[config.mk]
export PLATFORM = sky130hd
export DESIGN_NAME = irsmr_readout
export DESIGN_NICKNAME = d
export VERILOG_FILES = /design/src/irsmr_pkg.sv /design/src/irsmr_readout.sv /design/src/irsmr_sync.sv /design/src/irsmr_timer.sv
export SDC_FILE = /design/constraint.sdc
export NUM_CORES = 1
export LEC_CHECK = 0
export BUFFER_PORTS_ARGS = -buffer_cell sky130_fd_sc_hd__buf_2
export CELL_PAD_IN_SITES_DETAIL_PLACEMENT = 1
export CELL_PAD_IN_SITES_GLOBAL_PLACEMENT = 2
export CORE_MARGIN = 2
export CORE_UTILIZATION = 35
export CTS_BUF_LIST = sky130_fd_sc_hd__clkbuf_2
export CTS_CLUSTER_SIZE = 28
export DETAILED_ROUTE_END_ITERATION = 8
export GPL_TIMING_DRIVEN = 1
export PLACE_DENSITY_LB_ADDON = 0.1
export SYNTH_ARGS = -nofsm -noshare
export SYNTH_HDL_FRONTEND = slang
export SYNTH_SLANG_ARGS = --single-unit
[constraint.sdc]
create_clock -name clk_sys -period 6 [get_ports clk_sys]
set_clock_uncertainty 0.15 [all_clocks]
set_input_delay 0.9 -clock clk_sys [delete_from_list [all_inputs] [get_ports clk_sys]]
set_output_delay 0.9 -clock clk_sys [all_outputs]
set_load 0.05 [all_outputs]
[src/irsmr_pkg.sv]
// Shared constants and types of the IR sensor measurement read-out block
package irsmr_pkg;
    // ******************************
    // Register map
    // ******************************
    localparam logic [7:0] ADDR_ID0 = 8'h00;
    localparam logic [7:0] ADDR_ID1 = 8'h01;
    localparam logic [7:0] ADDR_INFO0 = 8'h02;
    localparam logic [7:0] ADDR_INFO1 = 8'h03;
    localparam logic [7:0] ADDR_STATA = 8'h04;
    localparam logic [7:0] ADDR_CAUSE = 8'h05;
    localparam logic [7:0] ADDR_IRLO = 8'h06;
    localparam logic [7:0] ADDR_IRHI = 8'h07;
    localparam logic [7:0] ADDR_TMPLO = 8'h08;
    localparam logic [7:0] ADDR_TMPHI = 8'h09;
    localparam logic [7:0] ADDR_STATB = 8'h0A;
    localparam logic [7:0] ADDR_THR0 = 8'h0B;
    localparam logic [7:0] ADDR_THR7 = 8'h12;
    localparam logic [7:0] ADDR_IEN = 8'h13;
    localparam logic [7:0] ADDR_FILT = 8'h14;
    localparam logic [7:0] ADDR_MODE = 8'h15;
    localparam logic [7:0] ADDR_SRST = 8'h16;
    localparam logic [7:0] ADDR_CURRENT = 8'hFF;
    // ******************************
    // Fields and codes
    // ******************************
    localparam int DATA_READY_FLAG_BIT = 0;
    localparam int OVR_BIT = 0;
    localparam int IEN_DATA_READY_FLAG_BIT = 0;
    localparam int CAUSE_DATA_READY_FLAG_BIT = 0;
    localparam logic [1:0] MODE_STANDBY = 2'h0;
    localparam logic [1:0] MODE_CONT = 2'h1;
    localparam logic [1:0] MODE_SINGLE = 2'h2;
    localparam logic [7:0] RST_BYTE = 8'h00;
    // ******************************
    // Timing
    // ******************************
    localparam longint MEAS_PERIOD_MS = 100;
    localparam longint NS_PER_MS = 1000000;
    // ******************************
    // Types
    // ******************************
    typedef struct packed {
        logic [7:0] addr;
        logic [7:0] wrData;
        logic wrStb;
        logic rdStb;
    } irsmr_bus_req_t;
    typedef struct packed {
        logic [15:0] ir;
        logic [15:0] tmp;
    } irsmr_result_t;
    typedef enum logic [1:0] {TM_IDLE, TM_MEAS, TM_WAIT} irsmr_tstate_t;
endpackage

[src/irsmr_readout.sv]
// Measurement sequencer and read-out register set of the IR sensor
//
// Behaviour
// Power-on reset loads all initial values and selects standby.
// Software reset register write returns everything to power-on state.
// Mode 00 is standby; converter idle, registers stay accessible.
// Entering standby keeps data and settings, releases the interrupt pin.
// Mode 01 repeats measurements every 100 ms until standby is written.
// Each completed measurement updates read-out registers unless protected.
// Mode change during a measurement aborts it, old results kept.
// Threshold and interrupt settings stay writable in continuous mode.
// Mode 10 measures once, stores, then mode returns to 00 itself.
// Single-shot results bypass the low-pass filter.
// Storing new data into read-out registers sets data-ready.
// Enabled data-ready interrupt pulls the pin low as data-ready rises.
// Starting an interrupt cause read transfers results and freezes them.
// Reading the interrupt cause register releases the interrupt pin.
// Host reads status register B after the read-out registers.
// Status B read ends protection and clears data-ready and overrun.
// Unread result overtaken by next one keeps data-ready, sets overrun.
// Data-ready stays set until the host finishes reading.
// One result during protection is held and copied when read ends.
// Two results during protection drop the first and set overrun.
// Reads during a measurement return previous completed results.
// Host should fetch data only after seeing data-ready set.
// Address counter wraps status B back to status A, 15H to 0BH.
// Oscillator tick counter times period and duration, restarts on entry.
//
// Decided for this implementation: the register offsets and the address-and-strobe port.
`timescale 1ns/1ps
module irsmr_readout import irsmr_pkg::*; #(
    parameter longint OSC_PERIOD_NS = 800,
    parameter int PERIOD_TICKS = int'((MEAS_PERIOD_MS * NS_PER_MS) / OSC_PERIOD_NS),
    parameter int MEAS_TICKS = 1250,
    parameter logic [7:0] ID_MAKER = 8'h5A, // Arbitrary value
    parameter logic [7:0] ID_PART = 8'hA5,  // Arbitrary value
    parameter logic [7:0] INFO_A = 8'h00,   // Arbitrary value
    parameter logic [7:0] INFO_B = 8'h00    // Arbitrary value
) (
    input wire logic clk_sys,           // 10 MHz system clock
    input wire logic rst_n,             // Asynchronous reset, active low
    input wire logic oscClk,            // Internal oscillator, asynchronous
    input wire irsmr_bus_req_t regReq,  // Register request
    output logic [7:0] regRdData,       // Read data, cycle after strobe
    input wire irsmr_result_t rawRes,   // Unfiltered converter results
    input wire irsmr_result_t filtRes,  // Filtered converter results
    output logic irqOutLowO,            // Interrupt pin drive level
    output logic irqOutLowOe,           // Interrupt pin pull-down enable
    output logic convActive             // Converter powered and measuring
);
    // ******************************
    // State
    // ******************************
    typedef struct packed {
        logic [1:0] mode;
        logic rdProt;
        logic pending;
        logic dataReadyFlag;
        logic overrunFlag;
        logic irqAct;
        irsmr_result_t buffer;
        irsmr_result_t outRes;
        logic [7:0][7:0] thr;
        logic [7:0] ien;
        logic [7:0] filt;
        logic [7:0] addrCnt;
        logic [7:0] rdData;
        logic conv;
    } irsmr_state_t;

    irsmr_state_t s_r, s_nxt;
    logic rstMeta_r, rstN;
    logic oscRise, measuring, measDone;
    logic [7:0] effAddr;
    logic softRst, modeWr, modeChg, causeRd, statBRd;
    irsmr_result_t res;

    // ******************************
    // Functions
    // ******************************
    function automatic irsmr_state_t resetState();
        irsmr_state_t r;
        r = '0;
        r.mode = MODE_STANDBY;
        r.addrCnt = ADDR_STATA;
        r.thr = {8{RST_BYTE}};
        r.ien = RST_BYTE;
        r.filt = RST_BYTE;
        return r;
    endfunction

    // Burst wrap within the two auto-increment windows
    function automatic logic [7:0] nextAddr(input logic [7:0] a);
        if (a == ADDR_STATB) begin
            return ADDR_STATA;
        end
        if (a == ADDR_MODE) begin
            return ADDR_THR0;
        end
        return a + 8'h01;
    endfunction

    function automatic logic inThr(input logic [7:0] a);
        return (a >= ADDR_THR0) && (a <= ADDR_THR7);
    endfunction

    function automatic logic [7:0] readReg(input irsmr_state_t s, input logic [7:0] a);
        logic [7:0] d;
        d = '0;
        if (inThr(a)) begin
            d = s.thr[3'(a - ADDR_THR0)];
        end else begin
            unique case (a)
                ADDR_ID0: d = ID_MAKER;
                ADDR_ID1: d = ID_PART;
                ADDR_INFO0: d = INFO_A;
                ADDR_INFO1: d = INFO_B;
                ADDR_STATA: d[DATA_READY_FLAG_BIT] = s.dataReadyFlag;
                ADDR_CAUSE: d[CAUSE_DATA_READY_FLAG_BIT] = s.dataReadyFlag;
                ADDR_IRLO: d = s.outRes.ir[7:0];
                ADDR_IRHI: d = s.outRes.ir[15:8];
                ADDR_TMPLO: d = s.outRes.tmp[7:0];
                ADDR_TMPHI: d = s.outRes.tmp[15:8];
                ADDR_STATB: d[OVR_BIT] = s.overrunFlag;
                ADDR_IEN: d = s.ien;
                ADDR_FILT: d = s.filt;
                ADDR_MODE: d = {6'h00, s.mode};
                default: d = '0;
            endcase
        end
        return d;
    endfunction

    // ******************************
    // Reset release
    // ******************************
    always_ff @(posedge clk_sys or negedge rst_n) begin
        if (!rst_n) begin
            rstMeta_r <= 1'b0;
            rstN <= 1'b0;
        end else begin
            rstMeta_r <= 1'b1;
            rstN <= rstMeta_r;
        end
    end

    // ******************************
    // Oscillator and timer
    // ******************************
    irsmr_sync u_oscSync (
        .clk(clk_sys),
        .rstN(rstN),
        .din(oscClk),
        .rise(oscRise)
    );

    irsmr_timer #(
        .MEAS_TICKS(MEAS_TICKS),
        .PERIOD_TICKS(PERIOD_TICKS)
    ) u_timer (
        .clk(clk_sys),
        .rstN(rstN),
        .tick(oscRise),
        .run(s_r.mode != MODE_STANDBY),
        .restart(modeChg || softRst),
        .measuring(measuring),
        .done(measDone)
    );

    // ******************************
    // Request decode
    // ******************************
    assign effAddr = (regReq.addr == ADDR_CURRENT) ? s_r.addrCnt : regReq.addr;
    assign softRst = regReq.wrStb && (regReq.addr == ADDR_SRST);
    assign modeWr = regReq.wrStb && (regReq.addr == ADDR_MODE);
    assign modeChg = modeWr && (regReq.wrData[1:0] != s_r.mode);
    assign causeRd = regReq.rdStb && (effAddr == ADDR_CAUSE);
    assign statBRd = regReq.rdStb && (effAddr == ADDR_STATB);
    // Filter only outside single shot
    assign res = (s_r.mode == MODE_SINGLE) ? rawRes : filtRes;

    // ******************************
    // Next state
    // ******************************
    always_comb begin
        s_nxt = s_r;
        s_nxt.rdData = '0;
        s_nxt.conv = measuring && !modeChg;
        // Register reads, side effects first so a same-cycle result wins
        if (regReq.rdStb) begin
            s_nxt.rdData = readReg(s_r, effAddr);
            s_nxt.addrCnt = nextAddr(effAddr);
        end
        if (causeRd) begin
            s_nxt.outRes = s_r.buffer;
            s_nxt.pending = 1'b0;
            s_nxt.rdProt = 1'b1;
            s_nxt.irqAct = 1'b0;
        end
        if (statBRd) begin
            // Protection ends only here or on a soft reset; the host must issue this read
            s_nxt.rdProt = 1'b0;
            s_nxt.overrunFlag = 1'b0;
            s_nxt.dataReadyFlag = s_r.pending;
            if (s_r.pending) begin
                s_nxt.outRes = s_r.buffer;
            end
            s_nxt.pending = 1'b0;
        end
        // Register writes, accepted in every mode
        if (regReq.wrStb) begin
            if (inThr(regReq.addr)) begin
                s_nxt.thr[3'(regReq.addr - ADDR_THR0)] = regReq.wrData;
            end
            if (regReq.addr == ADDR_IEN) begin
                s_nxt.ien = regReq.wrData;
            end
            if (regReq.addr == ADDR_FILT) begin
                s_nxt.filt = regReq.wrData;
            end
            if (modeWr) begin
                s_nxt.mode = regReq.wrData[1:0];
            end
            s_nxt.addrCnt = nextAddr(regReq.addr);
        end
        // Measurement completion, aborted by a same-cycle mode change
        if (measDone && !modeChg) begin
            s_nxt.buffer = res;
            if (s_nxt.rdProt) begin
                // Earlier held result dropped on a second one
                if (s_nxt.pending) begin
                    s_nxt.overrunFlag = 1'b1;
                end
                s_nxt.pending = 1'b1;
            end else begin
                s_nxt.outRes = res;
                if (s_nxt.dataReadyFlag) begin
                    s_nxt.overrunFlag = 1'b1;
                end
                s_nxt.dataReadyFlag = 1'b1;
            end
            if ((s_r.mode == MODE_SINGLE) && !modeWr) begin
                s_nxt.mode = MODE_STANDBY;
            end
        end
        // Pin falls with data-ready rise when enabled
        if (!s_r.dataReadyFlag && s_nxt.dataReadyFlag && s_nxt.ien[IEN_DATA_READY_FLAG_BIT]) begin
            s_nxt.irqAct = 1'b1;
        end
        // Standby entry keeps data, releases the pin
        if (modeWr && (regReq.wrData[1:0] == MODE_STANDBY)) begin
            s_nxt.irqAct = 1'b0;
        end
        if (softRst) begin
            s_nxt = resetState();
        end
    end

    always_ff @(posedge clk_sys or negedge rstN) begin
        if (!rstN) begin
            s_r <= resetState();
        end else begin
            s_r <= s_nxt;
        end
    end

    // ******************************
    // Outputs
    // ******************************
    assign regRdData = s_r.rdData;
    assign irqOutLowO = 1'b0;
    assign irqOutLowOe = s_r.irqAct;
    assign convActive = s_r.conv;
endmodule // irsmr_readout

[src/irsmr_sync.sv]
// Three-stage synchroniser with agreement filter and rising-edge pulse
`timescale 1ns/1ps
module irsmr_sync (
    input wire logic clk,  // System clock
    input wire logic rstN, // Synchronised reset
    input wire logic din,  // Asynchronous input
    output logic rise      // One-cycle pulse on filtered rise
);
    typedef struct packed {
        logic ff1;
        logic ff2;
        logic ff3;
        logic stable;
        logic rise;
    } irsmr_sync_t;
    irsmr_sync_t s_r, s_nxt;

    always_comb begin
        s_nxt = s_r;
        s_nxt.ff1 = din;
        s_nxt.ff2 = s_r.ff1;
        s_nxt.ff3 = s_r.ff2;
        s_nxt.rise = 1'b0;
        if (s_r.ff2 == s_r.ff3) begin
            s_nxt.stable = s_r.ff3;
            s_nxt.rise = s_r.ff3 && !s_r.stable;
        end
    end

    always_ff @(posedge clk or negedge rstN) begin
        if (!rstN) begin
            s_r <= '0;
        end else begin
            s_r <= s_nxt;
        end
    end

    assign rise = s_r.rise;
endmodule // irsmr_sync

[src/irsmr_timer.sv]
// Measurement period and duration counter driven by oscillator ticks
`timescale 1ns/1ps
module irsmr_timer import irsmr_pkg::*; #(
    parameter int MEAS_TICKS = 1250,
    parameter int PERIOD_TICKS = 125000
) (
    input wire logic clk,     // System clock
    input wire logic rstN,    // Synchronised reset
    input wire logic tick,    // Oscillator tick
    input wire logic run,     // Measuring mode active
    input wire logic restart, // Mode change, abort and restart
    output logic measuring,   // Conversion in progress
    output logic done         // One-cycle completion pulse
);
    typedef struct packed {
        irsmr_tstate_t st;
        logic [23:0] cnt;
        logic done;
    } irsmr_timer_t;
    irsmr_timer_t s_r, s_nxt;

    always_comb begin
        s_nxt = s_r;
        s_nxt.done = 1'b0;
        if (restart || !run) begin
            s_nxt.st = TM_IDLE;
            s_nxt.cnt = '0;
        end else begin
            unique case (s_r.st)
                TM_IDLE: begin
                    s_nxt.st = TM_MEAS;
                    s_nxt.cnt = '0;
                end
                TM_MEAS: begin
                    if (tick) begin
                        s_nxt.cnt = s_r.cnt + 24'h000001;
                        if (s_r.cnt == 24'(MEAS_TICKS - 1)) begin
                            s_nxt.done = 1'b1;
                            s_nxt.st = TM_WAIT;
                        end
                    end
                end
                TM_WAIT: begin
                    if (tick) begin
                        s_nxt.cnt = s_r.cnt + 24'h000001;
                        if (s_r.cnt >= 24'(PERIOD_TICKS - 1)) begin
                            s_nxt.st = TM_MEAS;
                            s_nxt.cnt = '0;
                        end
                    end
                end
            endcase
        end
    end

    always_ff @(posedge clk or negedge rstN) begin
        if (!rstN) begin
            s_r <= '{st: TM_IDLE, cnt: '0, done: 1'b0};
        end else begin
            s_r <= s_nxt;
        end
    end

    assign measuring = (s_r.st == TM_MEAS);
    assign done = s_r.done;
endmodule // irsmr_timer

==> impl_metrics.env, run 1 <==
export IMPL_outcome="completed"
export IMPL_h_tree_depth=2
export IMPL_die_y_um=180
export IMPL_tns_ns=0
export IMPL_synth_seq_area_share=0.466
export IMPL_worst_ep_arrival_time_ns=4.50
export IMPL_grt_first_pass_wirelength_mm=57.7
export IMPL_startpoint_type="input pin"
export IMPL_p_per_area_nw_per_um2=225
export IMPL_die_w_um=180
export IMPL_syn_nets=1247
export IMPL_tightest_slew_ns=1.05
export IMPL_io_pins=96
export IMPL_clock_path_buffers=3
export IMPL_ys_warnings_count=0
export IMPL_path_class="input pin to flop"
export IMPL_required_ns=6.57
export IMPL_netlist_area_um2=10900
export IMPL_critical_path_max_stage_delay_ns=0.85
export IMPL_setup_violations=0
export IMPL_cts_buffers=57
export IMPL_netlist_area_leader_share=0.464
export IMPL_synth_area_mux_share=0.0889
export IMPL_grt_pass1_vias=9739
export IMPL_synth_common_cells="dfrtp_1, nand2_1, nor2_1, o21ai_0, a21oi_1"
export IMPL_hold_viol_final=0
export IMPL_p_leak_nw=5.24
export IMPL_layout_drive_gt1_share=0.214
export IMPL_drv_slew=0
export IMPL_area_growth_pct=11.8
export IMPL_drtIter0Drc=574
export IMPL_ys_async_sr_fraction=1.00
export IMPL_path_cells="buf_2, ha_1, nand4_4, nor2_2, mux2i_2, mux4_2, and2_1, a211oi_1, a31oi_1"
export IMPL_rows=64
export IMPL_synth_cell_type_count=79
export IMPL_fill_cells=3601
export IMPL_clkTransAtPathRegs_ns=0.11
export IMPL_drt_pass1_iterations=5
export IMPL_grt_util_all_layers=0.224
export IMPL_path_buf_inv=1
export IMPL_relSlewSlack=0.297
export IMPL_drc=0
export IMPL_post_cts_resized=0
export IMPL_yosys_area_top_type="dfrtp_1"
export IMPL_dp_hpwl_mm=24.6
export IMPL_yosysMostFrequentCell="dfrtp_1"
export IMPL_dp_cells=1584
export IMPL_crit_slowest_cell="mux2i_2"
export IMPL_synth_flop_cell="dfrtp_1"
export IMPL_final_nets=1342
export IMPL_syn_avg_cell_area_um2=9.40
export IMPL_synthAdderAreaFrac=0.0101
export IMPL_fmax_mhz=255
export IMPL_vias_per_cell=5.55
export IMPL_synthTopCellsByArea="dfrtp_1, nand2_1, o21ai_0"
export IMPL_crit_family="multiplexers"
export IMPL_die_area_um2=32400
export IMPL_totalWireLength_mm=36.0
export IMPL_gp_congestion=0.808
export IMPL_grt_max_degree=157
export IMPL_cts_setup_buffers=0
export IMPL_preCtsSetupSlack_ns=1.15
export IMPL_clock_sinks=202
export IMPL_num_vias=9377
export IMPL_peakVddDrop_v=0.000112
export IMPL_core_region_area_um2=30600
export IMPL_synth_compound_area_frac=0.193
export IMPL_io_buffers=94
export IMPL_end_kind="flop"
export IMPL_root_buffer="clkbuf_2"
export IMPL_wl_per_cell_um=21.3
export IMPL_overflow=0
export IMPL_initial_core_util=0.355
export IMPL_holdBufCountCts=2
export IMPL_worst_slack_ns=2.08
export IMPL_synthXorXnorAreaFrac=0.0161
export IMPL_finalPower_mw=2.73
export IMPL_synth_top_family_by_area="compound AO/OA/AOI/OAI gates"
export IMPL_path_max_fanout=19
export IMPL_synth_simple_gate_area_frac=0.185
export IMPL_final_core_util=0.397
export IMPL_clock_latency_ns=0.89
export IMPL_drv_cap=0
export IMPL_ys_seq_elements=202
export IMPL_netlist_instances=1154
export IMPL_hold_path_class="input pin to flop"
export IMPL_final_cells=1690
export IMPL_cts_tree="yes"
export IMPL_final_antenna_net_count=0
export IMPL_period_minus_slack_ns=3.92
export IMPL_period_share=0.654
export IMPL_synth_edff_count=0
export IMPL_rsz0062_at_grt="no"
export IMPL_antenna_found_initial=1
cells by family after synthesis:
family	after synthesis
and+or+nand+nor	426
AOI/OAI and AO/OA	319
DFF	202
buffers and inverters	94
muxes	82
xor gates and xnor gates	20
adders and majority gates	9
other	2
registers in the layout (all words and copies together), names as in the netlist:
| name | flops |
|---|---|
| u_oscSync.rise | 1 |
| s_r | 158 |
| rstMeta_r | 1 |
| regRdData | 8 |
| convActive | 1 |
| u_oscSync.s_r | 2 |
| rstN | 1 |
| u_oscSync.s_nxt | 2 |
| irqOutLowOe | 1 |
| u_timer.done | 1 |
| u_timer.s_r | 26 |
stage by stage:
| step | hold slack [ns] | instance area, um2 |
|---|---|---|
| after detailed placement | 0.186 | 11600 |
| after global routing | 0.0928 | 12100 |
| final | 0.160 | 12100 |
| after CTS | 0.0557 | 12100 |
| after global placement | 0.184 | 11600 |
| after floorplan | 0.181 | 10900 |
path summary, 6_finish.rpt:
kind,from,endpoint,slack [ns],depth (start not counted)
min in group asynchronous,rst_n,rstN$_DFF_PN0_,0.19,2
hold reg to reg,u_oscSync.s_nxt[3]$_DFF_PN0_,u_oscSync.s_nxt[2]$_DFF_PN0_,0.20,0
setup reg to reg,s_r[13]$_DFFE_PN0P_,s_r[100]$_DFF_PN0_,2.44,7
setup / recovery,regReq[10],regRdData[4]$_DFF_PN0_,2.08,9
max in group asynchronous,rstN$_DFF_PN0_,s_r[65]$_DFFE_PN0P_,4.07,1
hold / removal,regReq[9],s_r[32]$_DFFE_PN0P_,0.16,2
worst register-to-register path: stages, from the launching register on:
cell	delay, ns
dfrtp_1	0.43
nand2b_1	0.17
a222oi_1	0.65
nand4_2	0.44
nor3b_4	0.51
o21a_2	0.67
a21oi_1	0.12
a211oi_1	0.35
power breakdown:
group	total, mW	switching [mW]	internal (mW)
Combinational	0.281	0.177	0.104
Clock	1.01	0.628	0.384
Sequential	1.44	0.0373	1.40
Total	2.73	0.843	1.89
cell type report:
type / instances / area (um2) / share of cell area
repair buffers: 114 / 638 / 0.0526
flip-flops and latches: 202 / 5060 / 0.417
multi-input cells: 858 / 5370 / 0.443
clock buffers: 86 / 430 / 0.0355
inverters: 16 / 60.1 / 0.00495
diodes: 2 / 5.00 / 0.000413
clock inverters: 16 / 71.3 / 0.00588
well taps: 396 / 495 / 0.0409
metal layers:
| metal | GRT usage | vias up | wire [um] |
|---|---|---|---|
| met5 | 0 | - | 0 |
| met4 | 0.0565 | 0 | 644 |
| met3 | 0.0348 | 52 | 1250 |
| met2 | 0.364 | 195 | 17100 |
| met1 | 0.313 | 4759 | 17000 |
| li1 | - | 4371 | - |
cell usage in the layout, fill, tap and decap left out, types with 35 or more instances in the layout:
cell / instances
mux2_2: 35
buf_2: 94
o21ai_0: 98
a211oi_1: 35
mux2i_1: 38
dfrtp_1: 200
nand2_1: 167
nor2_1: 110
clkbuf_2: 86
a21oi_1: 71
No activity file was read; power rests on OpenSTA's default activity.
==> inputs of run 2 (changes only) <==
- clock period: 6 -> 3.4 ns (I/O delays scaled with it)
==> run 2 against run 1 <==
Sequential share of layout area is 3.5 points lower. Register-to-register slack lost 1.9 ns. Critical path depth down 2. Total power up 80%. Combinational power is 100% higher.
==> impl_metrics.env, run 2 (synthesis results as in run 1) <==
export IMPL_h_tree_depth=2
export IMPL_tns_ns=0
export IMPL_crit_start="s_r[13]$_DFFE_PN0P_"
export IMPL_combPwrFrac=0.117
export IMPL_end_kind="flop"
export IMPL_die_area_um2=32400
export IMPL_overflow=0
export IMPL_fill_cells=3614
export IMPL_initial_core_util=0.355
export IMPL_die_w_um=180
export IMPL_clock_path_buffers=3
export IMPL_holdBufCountCts=78
export IMPL_layout_drive_gt1_share=0.221
export IMPL_worst_ep_arrival_time_ns=3.54
export IMPL_rr_startpoint="s_r[13]$_DFFE_PN0P_"
export IMPL_clock_latency_ns=0.87
export IMPL_cts_setup_buffers=0
export IMPL_netSwitchingFraction=0.295
export IMPL_p_per_area_nw_per_um2=371
export IMPL_hold_path_class="input pin to flop"
export IMPL_core_region_area_um2=30600
export IMPL_grt_max_degree=78
export IMPL_wl_met2_mm=16.9
export IMPL_startpoint_type="flop"
export IMPL_largest_register_ffs=158
export IMPL_multiInputGateArea_um2=5370
export IMPL_totalWireLength_mm=35.9
export IMPL_post_route_cell_area_um2=13300
export IMPL_cts_tree="yes"
export IMPL_period_minus_slack_ns=2.89
export IMPL_preCtsSetupSlack_ns=0.115
export IMPL_layout_common_cells="dfrtp_1, nand2_1, nor2_1"
export IMPL_post_cts_resized=0
export IMPL_p_leak_nw=5.76
export IMPL_path_max_fanout=8
export IMPL_layout_commonest_cell="dfrtp_1"
export IMPL_vias_per_cell=5.33
export IMPL_drtIter0Drc=529
export IMPL_hold_viol_final=0
export IMPL_grt_util_all_layers=0.226
export IMPL_period_share=0.851
export IMPL_seqCellArea_um2=5060
export IMPL_grt_pass1_vias=10300
export IMPL_placed_area_um2=12000
export IMPL_worst_slack_ns=0.508
export IMPL_rsz0062_at_grt="no"
export IMPL_peakVddDrop_v=0.000207
export IMPL_wl_met3_mm=1.11
export IMPL_rows=64
export IMPL_clkTransAtPathRegs_ns=0.11
export IMPL_cellInternalPower_mw=3.46
export IMPL_min_from="regReq[1]"
export IMPL_cts_buffers=56
export IMPL_final_nets=1452
export IMPL_drt_pass1_iterations=5
export IMPL_grt_first_pass_wirelength_mm=58.7
export IMPL_area_growth_pct=22.1
export IMPL_outcome="completed"
export IMPL_dp_hpwl_mm=25.5
export IMPL_root_buffer="clkbuf_2"
export IMPL_io_pins=96
export IMPL_antenna_found_initial=1
export IMPL_drc=0
export IMPL_p_sw_mw=1.45
export IMPL_setup_violations=0
export IMPL_io_buffers=94
export IMPL_drv_cap=0
export IMPL_tightest_slew_ns=0.950
export IMPL_p_seq_frac=0.518
export IMPL_top_register="s_r"
export IMPL_maxUsedRoutingLayer="met4"
export IMPL_fmax_mhz=346
export IMPL_path_class="flop to flop"
export IMPL_required_ns=4.05
export IMPL_die_y_um=180
export IMPL_wl_per_cell_um=20.0
export IMPL_num_vias=9588
export IMPL_final_antenna_net_count=0
export IMPL_gp_congestion=0.822
export IMPL_drt_met1_wl_mm=17.1
export IMPL_clock_sinks=202
export IMPL_finalPower_mw=4.91
export IMPL_p_clk_frac=0.365
export IMPL_relSlewSlack=0.362
export IMPL_drv_slew=0
export IMPL_final_core_util=0.433
## run 2: cell types whose count changed in the layout (fill, tap and decap cells not counted), sizes merged
cell,before,now
buf,112,147
clkbuf,86,84
bufinv,0,1
clkinv,14,13
diode,2,3
dlygate4sd3,2,78
## run 2: stage by stage
stage	hold slack, ns	cells
6_report	0.105	1800
5_1_grt	0.0490	1800
4_1_cts	0.0132	1797
3_5_place_dp	0.153	1619
3_3_place_gp	0.151	1619
2_1_floorplan	0.0644	1154
## run 2: area by class of cell
cell class / instances / share of cell area
diodes: 3 / 0.000567
clock buffers: 84 / 0.0317
clock inverters: 16 / 0.00680
inverters: 16 / 0.00453
multi-input cells: 858 / 0.405
flip-flops and latches: 202 / 0.382
well taps: 396 / 0.0374
repair buffers: 225 / 0.132
## run 2: power by group through the flow
stage	registers [mW]	clock network (mW)	logic, mW
after floorplan	2.59	0	0.295
after global placement	2.59	0	0.509
after detailed placement	2.59	0	0.516
after CTS	2.54	1.89	0.580
after global routing	2.56	2.01	0.638
final	2.54	1.79	0.573
## run 2: path summary, 6_finish.rpt
check,end,slack (ns),cells past startpoint
min in group asynchronous,s_r[158]$_DFFE_PN0P_,0.19,0
max,regRdData[5]$_DFF_PN0_,0.51,7
max in group asynchronous,s_r[89]$_DFFE_PN0P_,2.03,1
min,s_r[60]$_DFFE_PN0P_,0.11,3
min reg2reg,s_r[158]$_DFFE_PN0P_,0.19,0
max reg2reg,regRdData[5]$_DFF_PN0_,0.51,7
## run 2: routing by layer
metal / up-vias / track usage
met3: 54 / 0.0340
met5: - / 0
met2: 170 / 0.368
met1: 4777 / 0.312
met4: 0 / 0.0690
li1: 4587 / -
## run 2: worst max-delay path, cell delays in order (launching register included)
cell and delay, ns:
dfrtp_1 0.45, nand2b_1 0.17, a222oi_1 0.44, nand3_1 0.24
nor3_1 0.82, a221oi_1 0.17, a211oi_1 0.26, buf_4 0.14
